--- src/hdl/space_decoder_consts.vh ---
// constants for the data and program space decoder
// included by the decoder and the return stack; definitions only
`ifndef SPACE_DECODER_CONSTS_VH
`define SPACE_DECODER_CONSTS_VH
// ----------------------------------------
// program space
// ----------------------------------------
`define PROG_AW 12
`define VEC_IRQ_BASE 12'hff0
`define VEC_IRQ_TOP 12'hff7
`define VEC_NMI 12'hffc
`define VEC_RESET 12'hffe
`define STACK_DEPTH 6
// ----------------------------------------
// data space regions
// ----------------------------------------
`define BANK_TOP 8'h3f
`define WIN_BASE 8'h40
`define WIN_TOP 8'h7f
`define CORE_BASE 8'h80
`define CORE_TOP 8'h83
`define RAM_BASE 8'h84
`define RAM_TOP 8'hbf
`define PORT_DATA_BASE 8'hc0
`define PORT_DATA_TOP 8'hc2
`define PORT_DIR_BASE 8'hc4
`define PORT_DIR_TOP 8'hc6
`define IRQ_OPT_ADDR 8'hc8
`define WINDOW_BASE_ADDR 8'hc9
`define PORT_OPT_BASE 8'hcc
`define PORT_OPT_TOP 8'hce
`define ADC_BASE 8'hd0
`define ADC_TOP 8'hd1
`define TIMER_BASE 8'hd2
`define TIMER_TOP 8'hd4
`define ART_A_BASE 8'hd5
`define ART_A_TOP 8'hd7
`define WDOG_ADDR 8'hd8
`define ART_B_BASE 8'hd9
`define ART_B_TOP 8'hdb
`define OSC_ADDR 8'hdc
`define MISC_ADDR 8'hdd
`define SERIAL_BASE 8'he0
`define SERIAL_TOP 8'he2
`define PAGE_SELECT_ADDR 8'he8
`define EE_CTRL_ADDR 8'hea
`define ACC_ADDR 8'hff
// ----------------------------------------
// field positions
// ----------------------------------------
`define WIN_BASE_W 6
`define WIN_OFS_W 6
`define PAGE_RAM_BIT 4
`define PAGE_EE1_BIT 1
`define PAGE_EE0_BIT 0
// ----------------------------------------
// select one-hot positions
// ----------------------------------------
`define SEL_W 20
`define S_RAM_PAGE 0
`define S_EE_PAGE0 1
`define S_EE_PAGE1 2
`define S_WINDOW 3
`define S_CORE 4
`define S_RAM 5
`define S_PORT_DATA 6
`define S_PORT_DIR 7
`define S_IRQ_OPT 8
`define S_PORT_OPT 9
`define S_ADC 10
`define S_TIMER 11
`define S_ART 12
`define S_WDOG 13
`define S_OSC 14
`define S_MISC 15
`define S_SERIAL 16
`define S_PAGE_SEL 17
`define S_EE_CTRL 18
`define S_ACC 19
`endif

--- src/hdl/return_stack.v ---
// six deep hardware stack of return addresses
// push and pop are one-cycle strobes from the core; never both at once
`timescale 1ns/1ps
`default_nettype none
`include "space_decoder_consts.vh"
module return_stack #(
    parameter DEPTH = `STACK_DEPTH,
    parameter AW = `PROG_AW
) (
    input wire clk,
    input wire rst_n,
    input wire push,
    input wire pop,
    input wire [AW-1:0] push_addr,
    output reg [AW-1:0] top_addr,
    output reg [2:0] level
);
    reg [AW-1:0] mem [0:DEPTH-1];
    integer i;
    // ----------------------------------------
    // shift stack, oldest entry lost on overflow like the core expects
    // ----------------------------------------
    always @(posedge clk or negedge rst_n) begin
        if (!rst_n) begin
            for (i = 0; i < DEPTH; i = i + 1) begin
                mem[i] <= {AW{1'b0}};
            end
            top_addr <= {AW{1'b0}};
            level <= 3'h0;
        end else if (push) begin
            mem[0] <= push_addr;
            for (i = 1; i < DEPTH; i = i + 1) begin
                mem[i] <= mem[i-1];
            end
            top_addr <= push_addr;
            if (level != DEPTH[2:0]) begin
                level <= level + 3'h1;
            end
        end else if (pop) begin
            for (i = 0; i < DEPTH - 1; i = i + 1) begin
                mem[i] <= mem[i+1];
            end
            mem[DEPTH-1] <= {AW{1'b0}};
            top_addr <= mem[1];
            if (level != 3'h0) begin
                level <= level - 3'h1;
            end
        end
    end
endmodule // return_stack
`default_nettype wire

--- src/hdl/space_decoder.v ---
// program and data space decoder with window and page registers
// core drives addresses and strobes synchronous to clk; memories answer one cycle later
`timescale 1ns/1ps
`default_nettype none
`include "space_decoder_consts.vh"
module space_decoder #(
    parameter EE_PAGES = 2,
    parameter AW = `PROG_AW
) (
    input wire clk,
    input wire rst_n,
    input wire readout_protect,
    input wire ext_read_req,
    input wire [AW-1:0] ext_read_addr,
    input wire [AW-1:0] fetch_addr,
    input wire fetch_req,
    input wire [2:0] vector_sel,
    input wire vector_req,
    input wire push,
    input wire pop,
    input wire [AW-1:0] push_addr,
    input wire [7:0] data_addr,
    input wire data_rd,
    input wire data_wr,
    input wire [7:0] data_wdata,
    input wire [7:0] prog_rdata,
    output reg [AW-1:0] prog_addr,
    output reg prog_rd,
    output reg [7:0] ext_read_data,
    output reg ext_read_valid,
    output reg [7:0] data_rdata,
    output reg data_rvalid,
    output reg [`SEL_W-1:0] sel,
    output reg sel_wr,
    output reg sel_rd,
    output reg [5:0] sel_offset,
    output reg [7:0] sel_wdata,
    output reg [`WIN_BASE_W-1:0] rom_window_base,
    output reg [2:0] page_map,
    output reg [AW-1:0] return_addr,
    output reg [2:0] stack_level
);
    // ----------------------------------------
    // helpers
    // ----------------------------------------
    function in_range;
        input [7:0] a;
        input [7:0] lo;
        input [7:0] hi;
        begin
            in_range = (a >= lo) && (a <= hi);
        end
    endfunction

    // ----------------------------------------
    // page and window registers, deliberately outside reset
    // ----------------------------------------
    reg [`WIN_BASE_W-1:0] win_base_reg;
    reg [7:0] page_select_reg;
    wire win_base_we;
    wire page_sel_we;
    assign win_base_we = data_wr && (data_addr == `WINDOW_BASE_ADDR);
    assign page_sel_we = data_wr && (data_addr == `PAGE_SELECT_ADDR);

    // no reset: software must load both before first use
    always @(posedge clk) begin
        if (win_base_we) begin
            win_base_reg <= data_wdata[`WIN_BASE_W-1:0];
        end
        if (page_sel_we) begin
            page_select_reg <= data_wdata;
        end
    end

    // ----------------------------------------
    // data address decode
    // ----------------------------------------
    reg [`SEL_W-1:0] sel_next;
    reg ee0_ok;
    reg ee1_ok;
    always @* begin
        sel_next = {`SEL_W{1'b0}};
        ee0_ok = (EE_PAGES >= 1);
        ee1_ok = (EE_PAGES >= 2);
        if (data_addr <= `BANK_TOP) begin
            // more than one bit set enables pages in parallel, as the silicon does
            sel_next[`S_RAM_PAGE] = page_select_reg[`PAGE_RAM_BIT];
            sel_next[`S_EE_PAGE0] = page_select_reg[`PAGE_EE0_BIT] & ee0_ok;
            sel_next[`S_EE_PAGE1] = page_select_reg[`PAGE_EE1_BIT] & ee1_ok;
        end
        sel_next[`S_WINDOW] = in_range(data_addr, `WIN_BASE, `WIN_TOP);
        sel_next[`S_CORE] = in_range(data_addr, `CORE_BASE, `CORE_TOP);
        sel_next[`S_RAM] = in_range(data_addr, `RAM_BASE, `RAM_TOP);
        sel_next[`S_ACC] = (data_addr == `ACC_ADDR);
        sel_next[`S_PORT_DATA] = in_range(data_addr, `PORT_DATA_BASE, `PORT_DATA_TOP);
        sel_next[`S_PORT_DIR] = in_range(data_addr, `PORT_DIR_BASE, `PORT_DIR_TOP);
        sel_next[`S_PORT_OPT] = in_range(data_addr, `PORT_OPT_BASE, `PORT_OPT_TOP);
        sel_next[`S_IRQ_OPT] = (data_addr == `IRQ_OPT_ADDR);
        sel_next[`S_ADC] = in_range(data_addr, `ADC_BASE, `ADC_TOP);
        sel_next[`S_TIMER] = in_range(data_addr, `TIMER_BASE, `TIMER_TOP);
        sel_next[`S_ART] = in_range(data_addr, `ART_A_BASE, `ART_A_TOP)
            || in_range(data_addr, `ART_B_BASE, `ART_B_TOP);
        sel_next[`S_WDOG] = (data_addr == `WDOG_ADDR);
        sel_next[`S_OSC] = (data_addr == `OSC_ADDR);
        sel_next[`S_MISC] = (data_addr == `MISC_ADDR);
        sel_next[`S_SERIAL] = in_range(data_addr, `SERIAL_BASE, `SERIAL_TOP);
        sel_next[`S_EE_CTRL] = (data_addr == `EE_CTRL_ADDR) && ee0_ok;
        sel_next[`S_PAGE_SEL] = (data_addr == `PAGE_SELECT_ADDR);
    end

    // write-only slots never raise a read strobe; window never raises a write
    wire wr_blocked;
    wire rd_blocked;
    assign wr_blocked = sel_next[`S_WINDOW];
    assign rd_blocked = sel_next[`S_IRQ_OPT] | (data_addr == `WINDOW_BASE_ADDR)
        | sel_next[`S_PAGE_SEL];

    // ----------------------------------------
    // program memory port arbitration
    // ----------------------------------------
    // priority: vector, fetch, window read, external readout
    reg [AW-1:0] prog_addr_next;
    reg prog_rd_next;
    reg win_rd_next;
    reg ext_rd_next;
    always @* begin
        prog_addr_next = prog_addr;
        prog_rd_next = 1'b0;
        win_rd_next = 1'b0;
        ext_rd_next = 1'b0;
        if (vector_req) begin
            prog_rd_next = 1'b1;
            if (vector_sel[2]) begin
                prog_addr_next = vector_sel[0] ? `VEC_RESET : `VEC_NMI;
            end else begin
                prog_addr_next = `VEC_IRQ_BASE | {{(AW-3){1'b0}}, vector_sel[1:0], 1'b0};
            end
        end else if (fetch_req) begin
            prog_rd_next = 1'b1;
            prog_addr_next = fetch_addr;
        end else if (data_rd && sel_next[`S_WINDOW]) begin
            prog_rd_next = 1'b1;
            win_rd_next = 1'b1;
            prog_addr_next = {win_base_reg, data_addr[`WIN_OFS_W-1:0]};
        end else if (ext_read_req && !readout_protect) begin
            prog_rd_next = 1'b1;
            ext_rd_next = 1'b1;
            prog_addr_next = ext_read_addr;
        end
    end

    // ----------------------------------------
    // registered outputs
    // ----------------------------------------
    reg win_issue;
    reg ext_issue;
    reg win_pending;
    reg ext_pending;
    reg [2:0] page_map_next;
    reg sel_wr_next;
    reg sel_rd_next;
    always @* begin
        page_map_next = {page_select_reg[`PAGE_RAM_BIT],
            page_select_reg[`PAGE_EE1_BIT] & ee1_ok, page_select_reg[`PAGE_EE0_BIT] & ee0_ok};
    end

    // a slot strobe needs a decoded slot; window writes and write-only reads are dropped
    always @* begin
        sel_wr_next = data_wr && !wr_blocked && (sel_next != {`SEL_W{1'b0}});
        sel_rd_next = data_rd && !rd_blocked && !sel_next[`S_WINDOW]
            && (sel_next != {`SEL_W{1'b0}});
    end

    // ----------------------------------------
    // program port
    // ----------------------------------------
    // address holds between reads so the memory bus stays quiet
    always @(posedge clk or negedge rst_n) begin
        if (!rst_n) begin
            prog_addr <= {AW{1'b0}};
            prog_rd <= 1'b0;
        end else begin
            prog_addr <= prog_addr_next;
            prog_rd <= prog_rd_next;
        end
    end

    // ----------------------------------------
    // read data return
    // ----------------------------------------
    // memory answers the cycle after the strobe, so data are caught two edges after issue
    always @(posedge clk or negedge rst_n) begin
        if (!rst_n) begin
            win_issue <= 1'b0;
            ext_issue <= 1'b0;
            win_pending <= 1'b0;
            ext_pending <= 1'b0;
            data_rdata <= 8'h00;
            data_rvalid <= 1'b0;
            ext_read_data <= 8'h00;
            ext_read_valid <= 1'b0;
        end else begin
            win_issue <= win_rd_next;
            ext_issue <= ext_rd_next;
            win_pending <= win_issue;
            ext_pending <= ext_issue;
            data_rvalid <= win_pending;
            if (win_pending) begin
                data_rdata <= prog_rdata;
            end
            ext_read_valid <= ext_pending;
            // blocked readouts never issue; zero only marks idle cycles
            ext_read_data <= ext_pending ? prog_rdata : 8'h00;
        end
    end

    // ----------------------------------------
    // slot strobes
    // ----------------------------------------
    // offset and data follow every cycle; only the strobes qualify them
    always @(posedge clk or negedge rst_n) begin
        if (!rst_n) begin
            sel <= {`SEL_W{1'b0}};
            sel_wr <= 1'b0;
            sel_rd <= 1'b0;
            sel_offset <= 6'h00;
            sel_wdata <= 8'h00;
        end else begin
            sel <= sel_next;
            sel_wr <= sel_wr_next;
            sel_rd <= sel_rd_next;
            sel_offset <= data_addr[5:0];
            sel_wdata <= data_wdata;
        end
    end

    // ----------------------------------------
    // register copies
    // ----------------------------------------
    // copies show zero in reset, then follow the unreset registers
    // software loads the registers; reset leaves them as they were
    always @(posedge clk or negedge rst_n) begin
        if (!rst_n) begin
            rom_window_base <= {`WIN_BASE_W{1'b0}};
            page_map <= 3'h0;
        end else begin
            rom_window_base <= win_base_reg;
            page_map <= page_map_next;
        end
    end

    // ----------------------------------------
    // return stack
    // ----------------------------------------
    wire [AW-1:0] stack_top;
    wire [2:0] stack_lvl;
    return_stack #(
        .DEPTH(`STACK_DEPTH),
        .AW(AW)
    ) u_stack (
        .clk(clk),
        .rst_n(rst_n),
        .push(push),
        .pop(pop),
        .push_addr(push_addr),
        .top_addr(stack_top),
        .level(stack_lvl)
    );

    always @(posedge clk or negedge rst_n) begin
        if (!rst_n) begin
            return_addr <= {AW{1'b0}};
            stack_level <= 3'h0;
        end else begin
            return_addr <= stack_top;
            stack_level <= stack_lvl;
        end
    end
endmodule // space_decoder
`default_nettype wire

--- config.mk ---
export PLATFORM = sky130hd
export DESIGN_NAME = space_decoder
export DESIGN_NICKNAME = d
export VERILOG_FILES = /design/src/hdl/return_stack.v /design/src/hdl/space_decoder.v
export VERILOG_INCLUDE_DIRS = /design/src /design/src/hdl
export SDC_FILE = /design/constraint.sdc
export NUM_CORES = 1
export LEC_CHECK = 0
export BUFFER_PORTS_ARGS = -buffer_cell sky130_fd_sc_hd__buf_2
export CAP_MARGIN = 30
export CORE_UTILIZATION = 40
export CTS_BUF_LIST = sky130_fd_sc_hd__clkbuf_16
export CTS_CLUSTER_SIZE = 24
export DETAILED_ROUTE_END_ITERATION = 10
export GPL_ROUTABILITY_DRIVEN = 0
export SYNTH_ARGS = -nofsm -noshare
export SYNTH_HDL_FRONTEND = slang
export SYNTH_SLANG_ARGS = --single-unit
--- constraint.sdc ---
create_clock -name clk -period 5.3 [get_ports clk]
set_input_delay 0.53 -clock clk [delete_from_list [all_inputs] [get_ports clk]]
set_output_delay 0.53 -clock clk [all_outputs]
set_load 0.03 [all_outputs]
==> results of run 1 <==
[worst max-delay path: stages]
cell	delay, ns
buf_2	0.15
nand3b_1	0.66
a31oi_1	0.86
nand2_1	0.12
o21ai_0	0.10
[power groups by stage]
stage | logic, mW | registers, mW | clock network (mW)
after floorplan | 0.233 | 1.74 | 0
after global placement | 0.484 | 1.65 | 0
after detailed placement | 0.504 | 1.65 | 0
after CTS | 0.505 | 1.63 | 1.34
after global routing | 0.551 | 1.65 | 1.40
final | 0.500 | 1.63 | 1.30
[layout make-up]
| cell class | instances | area [µm²] |
|---|---|---|
| antenna | 1 | 2.50 |
| clock buffer | 17 | 425 |
| clock inverter | 15 | 194 |
| fill | 1556 | 8590 |
| inverter | 5 | 18.8 |
| multi-input combinational | 392 | 2410 |
| sequential | 179 | 4520 |
| tap | 225 | 282 |
| timing repair buffer | 169 | 912 |
[cells by family (layout without fill, tap and decap cells)]
group,after synthesis,count (layout)
AOI/OAI and AO/OA,112,112
adders and majority gates,1,1
buffers and inverters,48,206
DFF,179,179
muxes,92,92
other,0,1
and+or+nand+nor,187,187
[per-layer routing]
metal  part of all wire  vias up  global-route usage
li1                   -     2415                   -
met1               0.41     2496               0.209
met2               0.50      135               0.291
met3              0.075       18              0.0730
met4              0.017        2              0.0687
met5            0.00064        -                   0
[Yosys cell counts]
cell type,number,area share
nor3b_1,1,0.0011
and2_1,12,0.011
mux2_2,18,0.028
edfxtp_1,9,0.038
o21ai_0,86,0.060
o21a_1,1,0.0011
o221ai_1,1,0.0012
a21o_1,1,0.0011
buf_1,2,0.0011
o211ai_1,1,0.0011
nor3_1,9,0.0063
nor2_1,31,0.016
nand2b_1,7,0.0061
inv_1,5,0.0026
buf_4,3,0.0032
or4_1,1,0.0011
or4b_1,1,0.0014
a221oi_1,2,0.0025
o21ai_2,1,0.0012
nor4b_1,3,0.0037
clkbuf_1,27,0.014
nand2_1,103,0.054
and3_1,2,0.0018
and2_4,1,0.0012
dfrtp_1,170,0.60
a2111oi_0,1,0.0012
nand4b_1,2,0.0025
o32a_1,1,0.0014
a21oi_1,14,0.0098
nor4_1,4,0.0035
a31oi_1,2,0.0018
nor2b_1,2,0.0018
a2111o_1,1,0.0016
and3b_1,1,0.0012
mux2i_1,74,0.10
nand3b_1,1,0.0011
and4_1,1,0.0012
nand3_1,5,0.0035
fa_1,1,0.0028
buf_6,1,0.0016
buf_2,10,0.0070
[worst min path at each step]
stage,from,to,slack [ns],cells past startpoint
after global routing,rst_n,u_stack.mem[37],0.13,1
after floorplan,rst_n,data_rdata[0],0.23,0
after global placement,ext_issue,ext_pending,0.33,0
after CTS,rst_n,u_stack.mem[13],0.11,1
after detailed placement,ext_issue,ext_pending,0.34,0
final,rst_n,u_stack.mem[37],0.10,1
[stage by stage]
step                      total power [mW]  cells   util
after floorplan                       1.97    619      -
after global placement                2.13    968  0.466
after detailed placement              2.16    968  0.466
after CTS                             3.47   1000  0.502
after global routing                  3.60   1002  0.505
final                                 3.43   1003  0.505
==> impl_metrics.yaml, run 1 <==
status:
  status: "finished clean"
synthesis:
  synth_area_per_cell_um2: 11.5
  synth_area_um2: 7140
  syn-num-nets: 693
  synth_fa_ha_area_frac: 0.00280
  synth_mux_area_frac: 0.132
  synth_simple_gate_area_frac: 0.118
  synth-xor-area-share: 0
  synth_top_family_by_area: "multiplexers"
  netlist_instances: 619
  synth_compound_area_frac: 0.0841
  yosys_warnings: 0
  synth_cell_types: 41
  ys_ff_latch: 179
  ys_seq_area_frac: 0.633
clock_tree:
  path_clk_slew_ns: 0.07
  cts_tree: "built"
  cts_max_path_buffers: 2
  cts_sinks: 179
  hold_buffers: 0
  post_cts_buffers: 0
  htreeDepth: 4
  root_buffer: "clkbuf_16"
  cts_buffers: 17
  clk_latency_ns: 0.42
  ctsResizeCount: 0
floorplan:
  die_y_um: 136
  dieArea_um2: 18400
  dieWidth_um: 136
  num_rows: 48
  pin_count: 164
  fp.coreArea_um2: 17400
  initial_core_util: 0.412
layout:
  largest_register_ffs: 60
  final_area_um2: 8770
  area_growth_pct: 22.7
  top_regs: "u_stack.mem (60), sel (20)"
  layout.nets: 838
  regMostFlops: "u_stack.mem"
  final_cell_mix: "170 x dfrtp_1, 160 x buf_2, 103 x nand2_1, 86 x o21ai_0, 74 x mux2i_1"
  drive_above_1_share: 0.284
  mostFrequentLayoutCell: "dfrtp_1"
detailed_routing:
  routedWlPerCell_um: 15.5
  totalWireLength_um: 15500
  via_per_inst: 5.05
  route.detailed.drc: 0
  detail-route-antenna-nets: 0
  vias: 5066
  initialDrtViolationCount: 204
  dr.pass1.iters: 4
sta:
  max_freq_ghz: 0.475
  period_share: 0.397
  setup_violations: 0
  skew_ns: 0.00708
  slew_violations: 0
  finalHoldViolations: 0
  finalCriticalPeriod_ns: 2.11
  fin_ws_ns: 3.19
  fin_setup_tns_ns: 0
  holdWs_ns: 0.100
  tightest_slew_ns: 0.830
  grt_setup_unrepaired: "false"
  relSlewSlack: 0.445
setup_path:
  reg2reg_depth: 5
  required_ns: 5.63
  crit_end: "prog_addr[0]"
  r2r_start: "page_select_reg[1]"
  path_class: "primary input to flop"
  end_kind: "flop"
  reg2reg_slack_ns: 3.42
  r2r_end: "sel_rd"
  startpoint_type: "primary input"
  arrival_ns: 2.44
  startpoint: "data_addr[7]"
  path_max_fanout: 16
power:
  pwr-share-seq: 0.474
  intPower_mw: 2.42
  ir_drop_mv: 0.227
  p_clk_frac: 0.380
  p_per_area_nw_per_um2: 391
  power_frac_comb: 0.146
  power_switching_mw: 1.01
  total_leakage_power_nw: 4.26
  swShare: 0.293
place:
  post_dp_cell_area_um2: 8090
  hpwl_um: 10400
  place_ws_ns: 2.70
  numPortBuffers: 163
grt:
  grt_pass1_vias: 5160
  grtUsageTotal: 0.178
  grt_pass1_wl_um: 25300
  grt_overflow: 0
  antenna_found_initial: 2
  grt_max_degree: 124
min_path:
  min_path_type: "primary input to asynchronous set/reset pin"
run:
  drv_cap: 0
Power figures use the tool's default switching activity.
==> inputs of run 2 (changes only) <==
Settings changed: ABC_AREA set to 1.
Clock period 5.3 ns to 1.78 ns, I/O delays scaled along.
==> impl_metrics.yaml, run 2 <==
sta:
  skew_ns: 0.00968
  setup_violations: 0
  grt_setup_unrepaired: "false"
  period_share: 0.897
  fin_setup_tns_ns: 0
  slew_violations: 0
  max_freq_ghz: 0.626
  relSlewSlack: 0.465
  tightest_slew_ns: 0.801
  finalHoldViolations: 0
  finalCriticalPeriod_ns: 1.60
setup_path:
  reg2reg_depth: 4
  crit_slowest_cell: "dlygate4sd3_1"
  crit_family: "buffers and inverters"
  cp.depth: 7
  r2r_start: "u_stack.level[0]"
  path_class: "primary input to flop"
  end_kind: "flop"
  reg2reg_slack_ns: 0.42
  critical_path_buf_inv_count: 3
  arrival_ns: 1.70
  startpoint_type: "primary input"
  path_max_fanout: 6
  required_ns: 1.88
  crit_chain: "dlygate4sd3_1 -> buf_2 -> inv_1 -> nand2_1 -> nor2_1 -> nand2_1 -> nor2_1"
  r2r_end: "u_stack.level[2]"
  slowest_delay_ns: 0.54
grt:
  grt_overflow: 0
  grt_pass1_vias: 5740
  antenna_found_initial: 0
  grt_pass1_wl_um: 28300
  grtUsageTotal: 0.201
  grt_max_degree: 59
synthesis:
  synth.area.top_cells: "dfrtp_1 61%, nor2_1 4.6%, inv_1 4.4%"
  ys_seq_area_frac: 0.650
  synth_largest_area_cell: "dfrtp_1"
  synth-main-ff-cell: "dfrtp_1"
  yosys_warnings: 0
  ys_ff_latch: 179
  synth.most_common_cell: "dfrtp_1"
  syn-num-nets: 745
  async_flop_share: 0.950
  synth_area_um2: 6960
  netlist_instances: 671
  synth_cell_types: 33
  synth_top_area_share: 0.611
  synth_edf_count: 9
  synth_area_per_cell_um2: 10.4
  ys_top_cells_by_count: "170 x dfrtp_1, 85 x nor2_1, 81 x inv_1"
power:
  power_frac_comb: 0.160
  swShare: 0.279
  ir_drop_mv: 0.781
  total_leakage_power_nw: 4.55
  pwr-share-seq: 0.470
  p_per_area_nw_per_um2: 1120
  intPower_mw: 7.32
  power_switching_mw: 2.83
  p_clk_frac: 0.370
min_path:
  holdPathStages: 3
  min_path_type: "primary input to flop"
  hold-path-endpoint: "prog_addr[5]"
  min-delay-start: "fetch_addr[5]"
detailed_routing:
  vias: 5478
  met1Wirelength_um: 7010
  route.detailed.drc: 0
  totalWireLength_um: 16800
  initialDrtViolationCount: 249
  topRoutingLayerUsed: "met4"
  wl_met2_um: 8590
  met3_length_um: 940
  dr.pass1.iters: 5
  via_per_inst: 4.95
  routedWlPerCell_um: 15.2
  detail-route-antenna-nets: 0
layout:
  drive_above_1_share: 0.277
  layout.nets: 947
  mostFrequentLayoutCell: "dfrtp_1"
  largest_register_ffs: 60
  area_growth_pct: 29.8
  final_area_um2: 9040
  regMostFlops: "u_stack.mem"
  final_cell_mix: "170 x dfrtp_1, 162 x buf_2, 85 x nor2_1, 83 x inv_1, 68 x nand2_1"
  top_regs: "u_stack.mem (60), sel (20)"
  antenna_cells: 0
floorplan:
  fp.coreArea_um2: 16800
  die_y_um: 134
  initial_core_util: 0.415
  pin_count: 164
  dieWidth_um: 134
  dieArea_um2: 17900
  num_rows: 47
clock_tree:
  cts_max_path_buffers: 2
  root_buffer: "clkbuf_16"
  cts_sinks: 179
  cts_buffers: 17
  htreeDepth: 4
  path_clk_slew_ns: 0.07
  cts_tree: "built"
  post_cts_buffers: 0
  clk_latency_ns: 0.42
run:
  drv_cap: 0
place:
  post_dp_cell_area_um2: 8080
  numPortBuffers: 163
  hpwl_um: 11500
status:
  status: "finished clean"
## run 2: cell types whose count changed after synthesis, moves of 10 or more
cell,previous run,this run
inv_1,5,81
mux2i_1,74,0
nor2_1,31,85
nand2_1,103,68
o21ai_0,86,53
nand3_1,5,30
o22ai_1,0,19
a21oi_1,14,29
o211ai_1,1,16
and2_1,12,0
o221ai_1,1,12
mux2_2,18,8
## run 2: logic make-up after synthesis
| logic type | after synthesis | share of synthesized area |
|---|---|---|
| simple gates | 212 | 0.131 |
| fa+ha+maj | 1 | 0.00288 |
| xor+xnor | 3 | 0.00377 |
| buf+inv | 121 | 0.0685 |
| compound gates | 147 | 0.131 |
| flops | 179 | 0.650 |
| mux | 8 | 0.0129 |
## run 2: power by group through the flow
stage               registers (mW)  logic (mW)  clock network [mW]
floorplan                     5.15       0.678                   0
global placement              4.83        1.53                   0
detailed placement            4.85        1.58                   0
CTS                           4.78        1.65                3.85
global route                  4.83        1.80                4.03
finish                        4.78        1.62                3.75
## run 2: metal layers
metal / track usage / vias to the layer above
met1: 0.243 / 2680
met5: 0 / -
met4: 0.0701 / 0
li1: - / 2633
met3: 0.0605 / 18
met2: 0.340 / 147
## run 2: worst max path at each step
stage / startpoint / to / slack [ns]
after floorplan: push / u_stack.level[2] / 0.44
final: data_addr[0] / page_select_reg[4] / 0.18
after detailed placement: pop / u_stack.mem[19] / 0.16
after global routing: data_addr[0] / page_select_reg[4] / 0.07
after global placement: pop / u_stack.mem[19] / 0.21
after CTS: data_addr[1] / sel_rd / 0.20
## run 2: area by class of cell
| cell class | count | area (µm²) |
|---|---|---|
| Clock inverter | 15 | 169 |
| Sequential cell | 179 | 4520 |
| Clock buffer | 17 | 425 |
| Timing Repair Buffer | 214 | 1350 |
| Fill cell | 1531 | 7720 |
| Inverter | 90 | 338 |
| Multi-Input combinational cell | 371 | 1960 |
| Tap cell | 220 | 275 |
## run 2: worst min-delay path, delay by kind of cell
family | cells | cell delay [ns]
AOI/OAI and AO/OA | 2 | 0.16
buffers and inverters | 1 | 0.08
## run 2: repair_timing
item,4_1_cts,5_1_grt
hold endpoints to repair,98,0
hold buffers,36,0
resized for setup,0,0
## run 2: per-stage QoR
stage | std cells | power, mW | util | setup slack, ns | hold WS (ns)
after floorplan | 671 | 5.83 | - | 0.442 | -0.118
after global placement | 1038 | 6.36 | 0.482 | 0.208 | 0.175
after detailed placement | 1038 | 6.43 | 0.482 | 0.158 | 0.182
after CTS | 1106 | 10.3 | 0.539 | 0.198 | 0.0116
after global routing | 1106 | 10.7 | 0.539 | 0.0702 | 0.0250
final | 1106 | 10.2 | 0.539 | 0.183 | 0.0248
